**src/core/cyclic_counter_pkg.sv**
```systemverilog
// Package with constants and types for the cyclic counter with compare and PWM
package cyclic_counter_pkg;
  localparam int COUNT_W = 10;
  localparam logic [9:0] COUNT_RESET = 10'h000;
  localparam logic [9:0] ALL_ONES_10 = 10'h3FF;
  // Length masks for 10, 8, 6 and 4 bits
  localparam logic [9:0] MASK_LEN_10 = 10'h3FF;
  localparam logic [9:0] MASK_LEN_8 = 10'h0FF;
  localparam logic [9:0] MASK_LEN_6 = 10'h03F;
  localparam logic [9:0] MASK_LEN_4 = 10'h00F;
  // Clock source codes
  localparam logic [2:0] SRC_PORTA_ZERO = 3'h0;
  localparam logic [2:0] SRC_PORTA_THREE = 3'h7;
  localparam int SYNC_STAGES = 3;
  localparam int PRESC_TAPS = 6;

  typedef struct packed {
    logic [2:0] count_clock_source_select;
    logic count_up;
    logic start;
    logic event_count_enable;
    logic full_width_compare_select;
    logic pwm_route_enable;
    logic [1:0] length_select;
  } counter_config_t;

  typedef struct packed {
    logic [1:0] porta_edge_invert;
    logic [1:0] porta_debounce_disable;
  } porta_option_t;
endpackage : cyclic_counter_pkg

```
**src/core/cyclic_counter_compare_pwm.sv**
```systemverilog
// Ten-bit cyclic counter with compare, event count and PWM output
`timescale 1ns/10ps
`default_nettype none

module cyclic_counter_compare_pwm
  import cyclic_counter_pkg::*;
(
  // Clock and reset
  input wire logic mclk,
  input wire logic rst,
  // Configuration
  input wire counter_config_t cfg,
  input wire porta_option_t porta_opt,
  input wire logic [9:0] preset_compare_value,
  // Software strobes, one cycle each
  input wire logic load_strobe,
  input wire logic compare_enable_set,
  input wire logic compare_enable_clear,
  // Prescaler taps (ascending selects 1..6) and debounce clocks
  input wire logic [5:0] presc_tap,
  input wire logic [1:0] debounce_tick,
  // Pins
  input wire logic porta_bit_zero_pin,
  input wire logic porta_bit_three_pin,
  input wire logic portb_data_out,
  output logic portb_bit_three_pin,
  // State and events
  output logic [9:0] count_value,
  output logic compare_enable,
  output logic start_cleared,
  output logic rollover_irq,
  output logic match_irq
);

  // ----------------------------------------------------------------
  // Pin synchronisers and debounce
  // ----------------------------------------------------------------
  logic [SYNC_STAGES-1:0] pa_sync_reg [2];
  logic [1:0] pa_stable_reg;
  logic [1:0] pa_deb_reg;
  logic [1:0] pa_clk;
  logic [1:0] pa_raw;
  logic [1:0] half_reg;

  assign pa_raw = {porta_bit_three_pin, porta_bit_zero_pin};

  genvar g;
  generate
    for (g = 0; g < 2; g++) begin : g_pa
      always_ff @(posedge mclk or posedge rst) begin
        if (rst) begin
          pa_sync_reg[g] <= '0;
          pa_stable_reg[g] <= 1'b0;
        end else begin
          pa_sync_reg[g] <= {pa_sync_reg[g][1:0], pa_raw[g]};
          if (pa_sync_reg[g][1] == pa_sync_reg[g][2]) begin
            pa_stable_reg[g] <= pa_sync_reg[g][2];
          end
        end
      end
      // Debouncer samples only on its slow tick
      always_ff @(posedge mclk or posedge rst) begin
        if (rst) begin
          pa_deb_reg[g] <= 1'b0;
        end else if (debounce_tick[g]) begin
          pa_deb_reg[g] <= pa_stable_reg[g];
        end
      end
      assign pa_clk[g] = (porta_opt.porta_debounce_disable[g] ? pa_stable_reg[g] : pa_deb_reg[g])
                         ^ porta_opt.porta_edge_invert[g];
    end
  endgenerate

  // ----------------------------------------------------------------
  // Count clock selection
  // ----------------------------------------------------------------
  logic sel_pin;
  logic sel_idx;
  logic sel_clk;
  logic sel_clk_prev_reg;
  logic sel_rise;
  logic sel_fall;
  logic pin_prev_reg;
  logic pin_fall;
  logic half_prev_reg;
  logic half_rise;
  logic eff_clk;

  assign sel_pin = (cfg.count_clock_source_select == SRC_PORTA_ZERO) ||
                   (cfg.count_clock_source_select == SRC_PORTA_THREE);
  assign sel_idx = (cfg.count_clock_source_select == SRC_PORTA_THREE);

  // Undebounced pin clock is divided by two on falling edges
  assign pin_fall = pin_prev_reg & ~pa_clk[sel_idx];
  always_ff @(posedge mclk or posedge rst) begin
    if (rst) begin
      pin_prev_reg <= 1'b0;
      half_reg <= 2'b00;
    end else begin
      pin_prev_reg <= pa_clk[sel_idx];
      if (sel_pin && pin_fall) begin
        half_reg[sel_idx] <= ~half_reg[sel_idx];
      end
    end
  end

  always_comb begin
    sel_clk = 1'b0;
    case (cfg.count_clock_source_select)
      SRC_PORTA_ZERO, SRC_PORTA_THREE: begin
        if (porta_opt.porta_debounce_disable[sel_idx]) begin
          sel_clk = half_reg[sel_idx];
        end else begin
          sel_clk = pa_clk[sel_idx];
        end
      end
      default: begin
        sel_clk = presc_tap[cfg.count_clock_source_select - 3'h1];
      end
    endcase
  end

  assign eff_clk = sel_clk;
  assign sel_rise = eff_clk & ~sel_clk_prev_reg;
  assign sel_fall = ~eff_clk & sel_clk_prev_reg;
  assign half_rise = 1'b0;

  always_ff @(posedge mclk or posedge rst) begin
    if (rst) begin
      sel_clk_prev_reg <= 1'b0;
      half_prev_reg <= 1'b0;
    end else begin
      sel_clk_prev_reg <= eff_clk;
      half_prev_reg <= half_rise;
    end
  end

  // ----------------------------------------------------------------
  // Start synchronisation
  // ----------------------------------------------------------------
  logic fall_latched_reg;
  logic running_reg;
  logic auto_stop_reg;
  logic run_gate;

  assign run_gate = cfg.start & ~auto_stop_reg;

  always_ff @(posedge mclk or posedge rst) begin
    if (rst) begin
      fall_latched_reg <= 1'b0;
      running_reg <= 1'b0;
    end else if (!run_gate) begin
      fall_latched_reg <= 1'b0;
      running_reg <= 1'b0;
    end else if (cfg.event_count_enable) begin
      running_reg <= 1'b1;
    end else begin
      if (sel_fall) begin
        fall_latched_reg <= 1'b1;
      end
      if (sel_rise && fall_latched_reg) begin
        running_reg <= 1'b1;
      end
    end
  end

  // ----------------------------------------------------------------
  // Counter
  // ----------------------------------------------------------------
  logic [9:0] count_reg;
  logic [9:0] count_next;
  logic [9:0] len_mask;
  logic [9:0] irq_mask;
  logic count_step;
  logic count_up_prev_reg;

  always_comb begin
    case (cfg.length_select)
      2'b00: len_mask = MASK_LEN_10;
      2'b01: len_mask = MASK_LEN_8;
      2'b10: len_mask = MASK_LEN_6;
      2'b11: len_mask = MASK_LEN_4;
      default: len_mask = MASK_LEN_10;
    endcase
  end

  assign irq_mask = cfg.full_width_compare_select ? ALL_ONES_10 : len_mask;
  assign count_step = running_reg & sel_rise & run_gate;
  assign count_next = cfg.count_up ? count_reg + 10'h001 : count_reg - 10'h001;

  always_ff @(posedge mclk or posedge rst) begin
    if (rst) begin
      count_reg <= COUNT_RESET;
      count_up_prev_reg <= 1'b0;
    end else begin
      count_up_prev_reg <= cfg.count_up;
      if (load_strobe) begin
        count_reg <= preset_compare_value;
      end else if (cfg.count_up != count_up_prev_reg) begin
        count_reg <= ~count_reg;
      end else if (count_step) begin
        count_reg <= count_next;
      end
    end
  end

  assign count_value = count_reg;
  assign start_cleared = load_strobe && (preset_compare_value == COUNT_RESET);

  // ----------------------------------------------------------------
  // Compare enable and events
  // ----------------------------------------------------------------
  logic compare_enable_reg;
  logic roll_hit;
  logic irq_match_hit;
  logic pwm_match_hit;

  always_ff @(posedge mclk or posedge rst) begin
    if (rst) begin
      compare_enable_reg <= 1'b0;
    end else if (load_strobe || compare_enable_clear) begin
      compare_enable_reg <= 1'b0;
    end else if (compare_enable_set) begin
      compare_enable_reg <= 1'b1;
    end
  end
  assign compare_enable = compare_enable_reg;

  // Conditions are evaluated on the value just reached, never on the start value
  assign roll_hit = cfg.count_up ? ((count_next & len_mask) == len_mask)
                                 : ((count_next & len_mask) == 10'h000);
  assign irq_match_hit = (count_next & irq_mask) == (preset_compare_value & irq_mask);
  assign pwm_match_hit = (count_next & len_mask) == (preset_compare_value & len_mask);

  always_ff @(posedge mclk or posedge rst) begin
    if (rst) begin
      rollover_irq <= 1'b0;
      match_irq <= 1'b0;
    end else begin
      rollover_irq <= count_step && roll_hit;
      match_irq <= count_step && compare_enable_reg && irq_match_hit;
    end
  end

  // Match stop holds the counter until software stops and restarts it, or until a load strobe
  always_ff @(posedge mclk or posedge rst) begin
    if (rst) begin
      auto_stop_reg <= 1'b0;
    end else if (!cfg.start || load_strobe) begin
      auto_stop_reg <= 1'b0;
    end else if (count_step && compare_enable_reg && irq_match_hit &&
                 cfg.full_width_compare_select && cfg.pwm_route_enable) begin
      auto_stop_reg <= 1'b1;
    end
  end

  // ----------------------------------------------------------------
  // PWM
  // ----------------------------------------------------------------
  logic pwm_reg;

  always_ff @(posedge mclk or posedge rst) begin
    if (rst) begin
      pwm_reg <= 1'b1;
    end else if (!compare_enable_reg) begin
      pwm_reg <= ~cfg.count_up;
    end else if (count_step && pwm_match_hit) begin
      pwm_reg <= ~cfg.count_up;
    end else if (count_step && roll_hit) begin
      pwm_reg <= cfg.count_up;
    end
  end

  assign portb_bit_three_pin = cfg.pwm_route_enable ? pwm_reg : portb_data_out;

  // ----------------------------------------------------------------
  // Checks
  // ----------------------------------------------------------------
  a_load_clears_cmp: assert property (@(posedge mclk) disable iff (rst)
    load_strobe |=> !compare_enable) else $error("compare enable survived load");
  a_load_copies: assert property (@(posedge mclk) disable iff (rst)
    load_strobe |=> count_value == $past(preset_compare_value)) else $error("load lost");
  a_no_match_off: assert property (@(posedge mclk) disable iff (rst)
    !compare_enable |=> !match_irq) else $error("match while compare off");
  a_pwm_idle_level: assert property (@(posedge mclk) disable iff (rst)
    !compare_enable ##1 !compare_enable |-> pwm_reg == ~$past(cfg.count_up))
    else $error("pwm start level wrong");
  a_route_pwm: assert property (@(posedge mclk) disable iff (rst)
    cfg.pwm_route_enable |-> portb_bit_three_pin == pwm_reg) else $error("pwm not routed");
  a_roll_cause: assert property (@(posedge mclk) disable iff (rst)
    rollover_irq |-> $past(count_step)) else $error("rollover without step");
  a_stopped_hold: assert property (@(posedge mclk) disable iff (rst)
    (!cfg.start && !load_strobe && cfg.count_up == count_up_prev_reg) |=> $stable(count_value))
    else $error("counted while stopped");
  a_auto_stop: assert property (@(posedge mclk) disable iff (rst)
    auto_stop_reg && !load_strobe && cfg.count_up == count_up_prev_reg |=> $stable(count_value))
    else $error("counted after match stop");
  a_ev_start: assert property (@(posedge mclk) disable iff (rst)
    run_gate && cfg.event_count_enable |=> running_reg) else $error("event start late");
  a_match_cause: assert property (@(posedge mclk) disable iff (rst)
    match_irq |-> $past(count_step) && $past(compare_enable_reg)) else $error("match without step");
  // Rollover alone sets the level of the count direction; a coinciding match wins
  a_pwm_roll_level: assert property (@(posedge mclk) disable iff (rst)
    count_step && compare_enable_reg && roll_hit && !pwm_match_hit |=> pwm_reg == $past(cfg.count_up))
    else $error("pwm rollover level wrong");

  // Main scenarios
  c_event_start: cover property (@(posedge mclk) disable iff (rst)
    $rose(running_reg) && cfg.event_count_enable);
  c_rollover: cover property (@(posedge mclk) disable iff (rst) rollover_irq);
  c_match: cover property (@(posedge mclk) disable iff (rst) match_irq);
  c_auto_stop: cover property (@(posedge mclk) disable iff (rst) $rose(auto_stop_reg));
  c_pwm_toggle: cover property (@(posedge mclk) disable iff (rst)
    compare_enable && $changed(pwm_reg));

endmodule : cyclic_counter_compare_pwm
`default_nettype wire

```
**config.mk**
```make
export PLATFORM = sky130hd
export DESIGN_NAME = cyclic_counter_compare_pwm
export DESIGN_NICKNAME = d
export VERILOG_FILES = /design/src/core/cyclic_counter_pkg.sv /design/src/core/cyclic_counter_compare_pwm.sv
export SDC_FILE = /design/constraint.sdc
export NUM_CORES = 1
export LEC_CHECK = 0
export ABC_CLOCK_PERIOD_IN_PS = 3900
export BUFFER_PORTS_ARGS = -buffer_cell sky130_fd_sc_hd__buf_2
export CAP_MARGIN = 15
export CORE_ASPECT_RATIO = 0.8
export CORE_MARGIN = 3
export CORE_UTILIZATION = 35
export DETAILED_ROUTE_END_ITERATION = 10
export PLACE_DENSITY_LB_ADDON = 0.08
export REMOVE_ABC_BUFFERS = 1
export SLEW_MARGIN = 20
export SYNTH_ARGS = -nofsm -noshare
export SYNTH_HDL_FRONTEND = slang
export SYNTH_SLANG_ARGS = --single-unit
```
**constraint.sdc**
```tcl
create_clock -name mclk -period 3.9 [get_ports mclk]
set_clock_uncertainty 0.1 [all_clocks]
set_input_delay 0 -clock mclk [delete_from_list [all_inputs] [get_ports mclk]]
set_output_delay 0 -clock mclk [all_outputs]
set_load 0.01 [all_outputs]
```
[After elaboration in Yosys (flattened, before gate mapping)]
Index checks and enable logic that the tools add are counted.
Operators by class
  add/subtract/negate cells: 3
  order comparisons: 3
  equal/unequal tests: 14
  multiplexer cells: 36
  bitwise logic cells: 19
  reduce and logical (&&, ||, !) cells: 23
Operator list (number)
  10-bit two-way mux: 5
  10-bit bitwise AND: 4
  10-bit case mux with 4 select lines: 1
  10-bit equality test: 3
  1-bit two-way mux: 27
  10-bit zero test: 2
  10-bit by 1-bit adder with 10-bit output, second input constant: 1
  1-bit logical AND: 10
  10-bit inverter: 1
  10-bit by 1-bit subtractor with 10-bit output, second input constant: 1
  1-bit bitwise AND: 6
  1-bit inverter: 6
  2-bit equality test, second input constant: 2
  3-bit by 4-bit less-than comparator with 1-bit output, second input constant: 1
  2-bit != test, second input constant: 2
  2-bit nonzero test: 2
  1-bit binary-select mux with 3-bit select: 1
  3-bit equality test, second input constant: 1
  3-bit zero test: 1
  1-bit logical OR: 3
  3-bit by 1-bit != test with 1-bit output, second input constant: 1
  3-bit by 2-bit != test with 1-bit output, second input constant: 1
  3-bit nonzero test: 1
  3-bit by 1-bit subtractor with 3-bit output, second input constant: 1
  other kinds (12): 14
Storage, ports and cells
  register bits after elaboration: 32
  input port bits: 40
  output and inout port bits: 15
  logic and storage cells: 116

[Depth between registers and ports, before layout]
  depth after elaboration: 15
  mapped depth: 12
  mapped depth without buffers: 10

[Worst setup path after synthesis]
OpenSTA, ideal clock, no wires.
  path type: flip-flop to flip-flop
  start: reg count_reg[0] (netlist: count_value[0])
  end: reg auto_stop_reg
  library setup time: 0.095 ns
  arrival: 2.741 ns
  data required time: 3.705 ns
  path slack: 0.964 ns
  cell stages (with the launch flop): 11
  path buffers: 0
  period minus slack after synthesis: 2.936 ns
  cells stage by stage: dfrtp_1 > inv_1 > fa_1 > nand2b_1 > a21oi_1 > xor3_1 > a211o_1 > a31o_2 > a211oi_1 > nand4_1 > o31ai_1
Between the ends
  cells in the longest elaborated chain, start to end: 8
  elaborated cells between the ends (all ways): 9
  classes of those cells: add/sub: 2; eq/ne: 1; mux: 1; bitwise: 1; reduce/logical: 4
Ends and longest elaborated chain
  start, declared: line cyclic_counter_compare_pwm.sv:170  | logic [9:0] count_reg;
  start signal, assigned: line cyclic_counter_compare_pwm.sv:198  | count_reg <= preset_compare_value;
  start signal, assigned: line cyclic_counter_compare_pwm.sv:200  | count_reg <= ~count_reg;
  start signal, assigned: line cyclic_counter_compare_pwm.sv:202  | count_reg <= count_next;
  10-bit by 1-bit subtractor with 10-bit output or 10-bit by 1-bit adder with 10-bit output (tied branches): line cyclic_counter_compare_pwm.sv:189  | assign count_next = cfg.count_up ? count_reg + 10'h001 : count_reg - 10'h001;
  10-bit two-way mux (*): line cyclic_counter_compare_pwm.sv:189
  10-bit bitwise AND (*): line cyclic_counter_compare_pwm.sv:232  | assign irq_match_hit = (count_next & irq_mask) == (preset_compare_value & irq_mask);
  10-bit equality test (*): line cyclic_counter_compare_pwm.sv:232
  1-bit logical AND (*) (2 in series): line cyclic_counter_compare_pwm.sv:251  | end else if (count_step && compare_enable_reg && irq_match_hit &&
  1-bit logical AND (*): line cyclic_counter_compare_pwm.sv:252  | cfg.full_width_compare_select && cfg.pwm_route_enable) begin
  2-bit nonzero test (no source line) (*)
  end signal, assigned: line cyclic_counter_compare_pwm.sv:248  | auto_stop_reg <= 1'b0;
  end signal, assigned: line cyclic_counter_compare_pwm.sv:250  | auto_stop_reg <= 1'b0;
  end signal, assigned: line cyclic_counter_compare_pwm.sv:253  | auto_stop_reg <= 1'b1;
  end, declared: line cyclic_counter_compare_pwm.sv:143  | logic auto_stop_reg;
Mark *: on every way between the ends. The rest lies on a longest branch, timed or not.
A chain may end at the register's enable or synchronous reset.

[Final worst setup path]
  start: in cfg[6] (netlist name)
  end: reg auto_stop_reg
Between the ends
  cells in the longest elaborated chain, start to end: 7
Ends and longest elaborated chain
  start, declared: line cyclic_counter_compare_pwm.sv:12  | input wire counter_config_t cfg,
  10-bit two-way mux: line cyclic_counter_compare_pwm.sv:189
  10-bit bitwise AND: line cyclic_counter_compare_pwm.sv:232
  10-bit equality test: line cyclic_counter_compare_pwm.sv:232
  1-bit logical AND (2 in series): line cyclic_counter_compare_pwm.sv:251
  1-bit logical AND: line cyclic_counter_compare_pwm.sv:252
  2-bit nonzero test (no source line)
No other way between the ends.

==> run metrics <==
Peak VDD IR approximately 0.00014 V; Leak Pwr 1.45 nW; Setup crit end kind register; die height 81.6 µm; worst setup margin 262 ps; dominant cell type by area after synthesis dfrtp_1; Final Slew Violations 0; power density cells about 370 mW/mm²; Mapped Area 0.00250 mm²; Seq/Total Area, Yosys 0.321; Least-Margin Pin Slew between 700 and 800 ps; core area 0.00664 mm²; dpl cells 408; Mapped Cells 276; clock sink count 32; Clock Path Buffers 2; port bufs 54; max reg flops 10; count leader, synth dfrtp_1; Via density 5.31; Root Driver clkbuf_8; Placement Setup Slack between 700 and 800 ps; Final Setup Violations 0; fraction of layout cells with a size suffix above 1 0.237; RSZ-0062 raised after global routing false; Fin. Hold Viols 0; clock slew seen by the registers of the worst setup and hold paths ~70 ps; Die Area 0.00819 mm²; DRT antenna net count 0; register area 803 µm²; crit-path max FO 10; layout net count 411; Post-synth EDFFs 0; Starting DRT DRC Count 109; post-synthesis average cell area 9.05 µm²; crit path kind in -> reg; initial antenna violation count 0; Setup crit start kind input pin; pin count of the biggest net entering global routing 33; Synth Flop Type dfrtp_1; asr flop ratio synth 1.00; top cells by area, synth dfrtp_1, ha_1, xor2_1; number of diodes 0; fill count 671; initial core utilization 0.376; Core Rows 26; status finished clean; Setup TNS 0 ps; clk_lat worst skew approximately 280 ps; max_slew headroom 0.519; Arrival @ worst endpoint 3760 ps; via count 2,345; synthesis-to-layout area growth 29.7%; Worst EP required 4020 ps; TritonCTS buffer count 5; Avg WL per Cell 15.4 µm; Placer Congestion 0.904; Max Cap Violations 0; Synth cell types 56; first-pass GRT wire length 11,200 µm; final wirelength 6830 µm; area of the multi-input gates between 0.0015 and 0.002 mm²; Seq cells post-synth 32; All-Layer GR Usage 0.176; synth warn 0; remaining global-route overflow 0; fin crit period 3640 ps; CTS tree built; Pre-antenna DRT Iters 4; Yosys top cell area share 0.311; Hold Path Class in -> reg; fmax 275 MHz; vias in the first global route 2,221; residual DRC count 0; Post-DP HPWL between 5000 and 6000 µm; Commonest cells post-synth dfrtp_1, nor2_1, nand2_1; die width 100 µm; IO Pins 55; CTS H-tree lvls 2; final cell count without fillers 442; share of the clock period used by the worst path after layout 0.933
kinds of logic (layout without fill, tap and decap cells):
kind of cell             count (synthesis)  count (layout)  synth area share
multiplexers                             9               9            0.0436
buffers and inverters                   21             103            0.0321
AO/OA/AOI/OAI                           73              73             0.216
XOR/XNOR                                29              29             0.119
adder cells (fa/ha/maj)                 15              15            0.0762
flip-flops                              32              32             0.321
AND/OR/NAND/NOR                         97              97             0.191
final cells by class:
class                           instances  area share
Tap cell                               84      0.0325
Sequential cell                        32       0.248
Clock buffer                            7      0.0298
Multi-Input combinational cell        223       0.501
Timing Repair Buffer                   85       0.175
Inverter                               11      0.0139
power breakdown:
| part | switching [mW] | leakage, nW | internal [mW] |
|---|---|---|---|
| clock network | 0.118 | 0.0503 | 0.157 |
| registers | 0.0395 | 0.386 | 0.374 |
| logic | 0.278 | 1.02 | 0.235 |
per-stage QoR:
stage	total power [mW]	utilization	hold WS [ps]	area, µm²
floorplan	0.762	-	-68.6	2460
CTS	1.21	0.484	34.0	3210
finish	1.20	0.488	39.7	3240
global placement	0.903	0.432	8.77	2860
detailed placement	0.901	0.432	12.7	2860
global route	1.30	0.488	59.2	3240
routing by layer:
metal | vias to the layer above | wire [µm] | track usage
met3 | 4 | 382 | 0.0374
met4 | 0 | 41 | 0.0363
met1 | 1088 | 3600 | 0.266
met2 | 60 | 2800 | 0.257
li1 | 1193 | - | -
met5 | - | 0 | 0
timing repair:
| action | in CTS | in global routing |
|---|---|---|
| endpoints found under the setup margin | 0 | 1 |
| resized for setup | 0 | 4 |
| buffers inserted | 0 | 2 |
| hold buffers | 25 | 0 |
| hold endpoints to repair | 52 | 0 |
worst max-delay path, stage by stage:
cell	delay, ps
dlygate4sd3_1	530
buf_2	140
buf_4	190
fa_1	490
nand2b_1	190
a21oi_1	230
xor3_1	300
a211o_1	330
a31o_2	230
a211oi_2	190
nand4_1	130
o31ai_1	240
dlygate4sd3_1	580
cell usage in the layout (no fill, tap or decap), types with 4 or more instances in the layout:
master         count
nand2b_1           5
nor4_1             4
clkbuf_8           7
nand3_1            8
nand2_1           21
xnor2_1           10
a21o_1             6
o21ai_0           11
buf_4              6
nor3_1            14
ha_1              11
nor2b_1            4
xor2_1            16
inv_1             10
buf_2             54
a211o_1            4
nand4_1            5
mux2_2             5
nor2_1            25
dfrtp_1           30
a211oi_1           7
dlygate4sd3_1     25
a21oi_1            9
final timing paths:
check                               start             end  slack (ps)  cells past startpoint
min reg2reg                pa_sync_reg[0]  pa_sync_reg[1]         250                      0
max                                cfg[6]   auto_stop_reg         260                     13
min in group asynchronous             rst   auto_stop_reg         260                      4
max in group asynchronous             rst  count_value[0]        3110                      4
min                          porta_opt[3]    pin_prev_reg          40                      3
max reg2reg                count_value[0]   auto_stop_reg         340                     11
(Power assumes the default switching activity.)
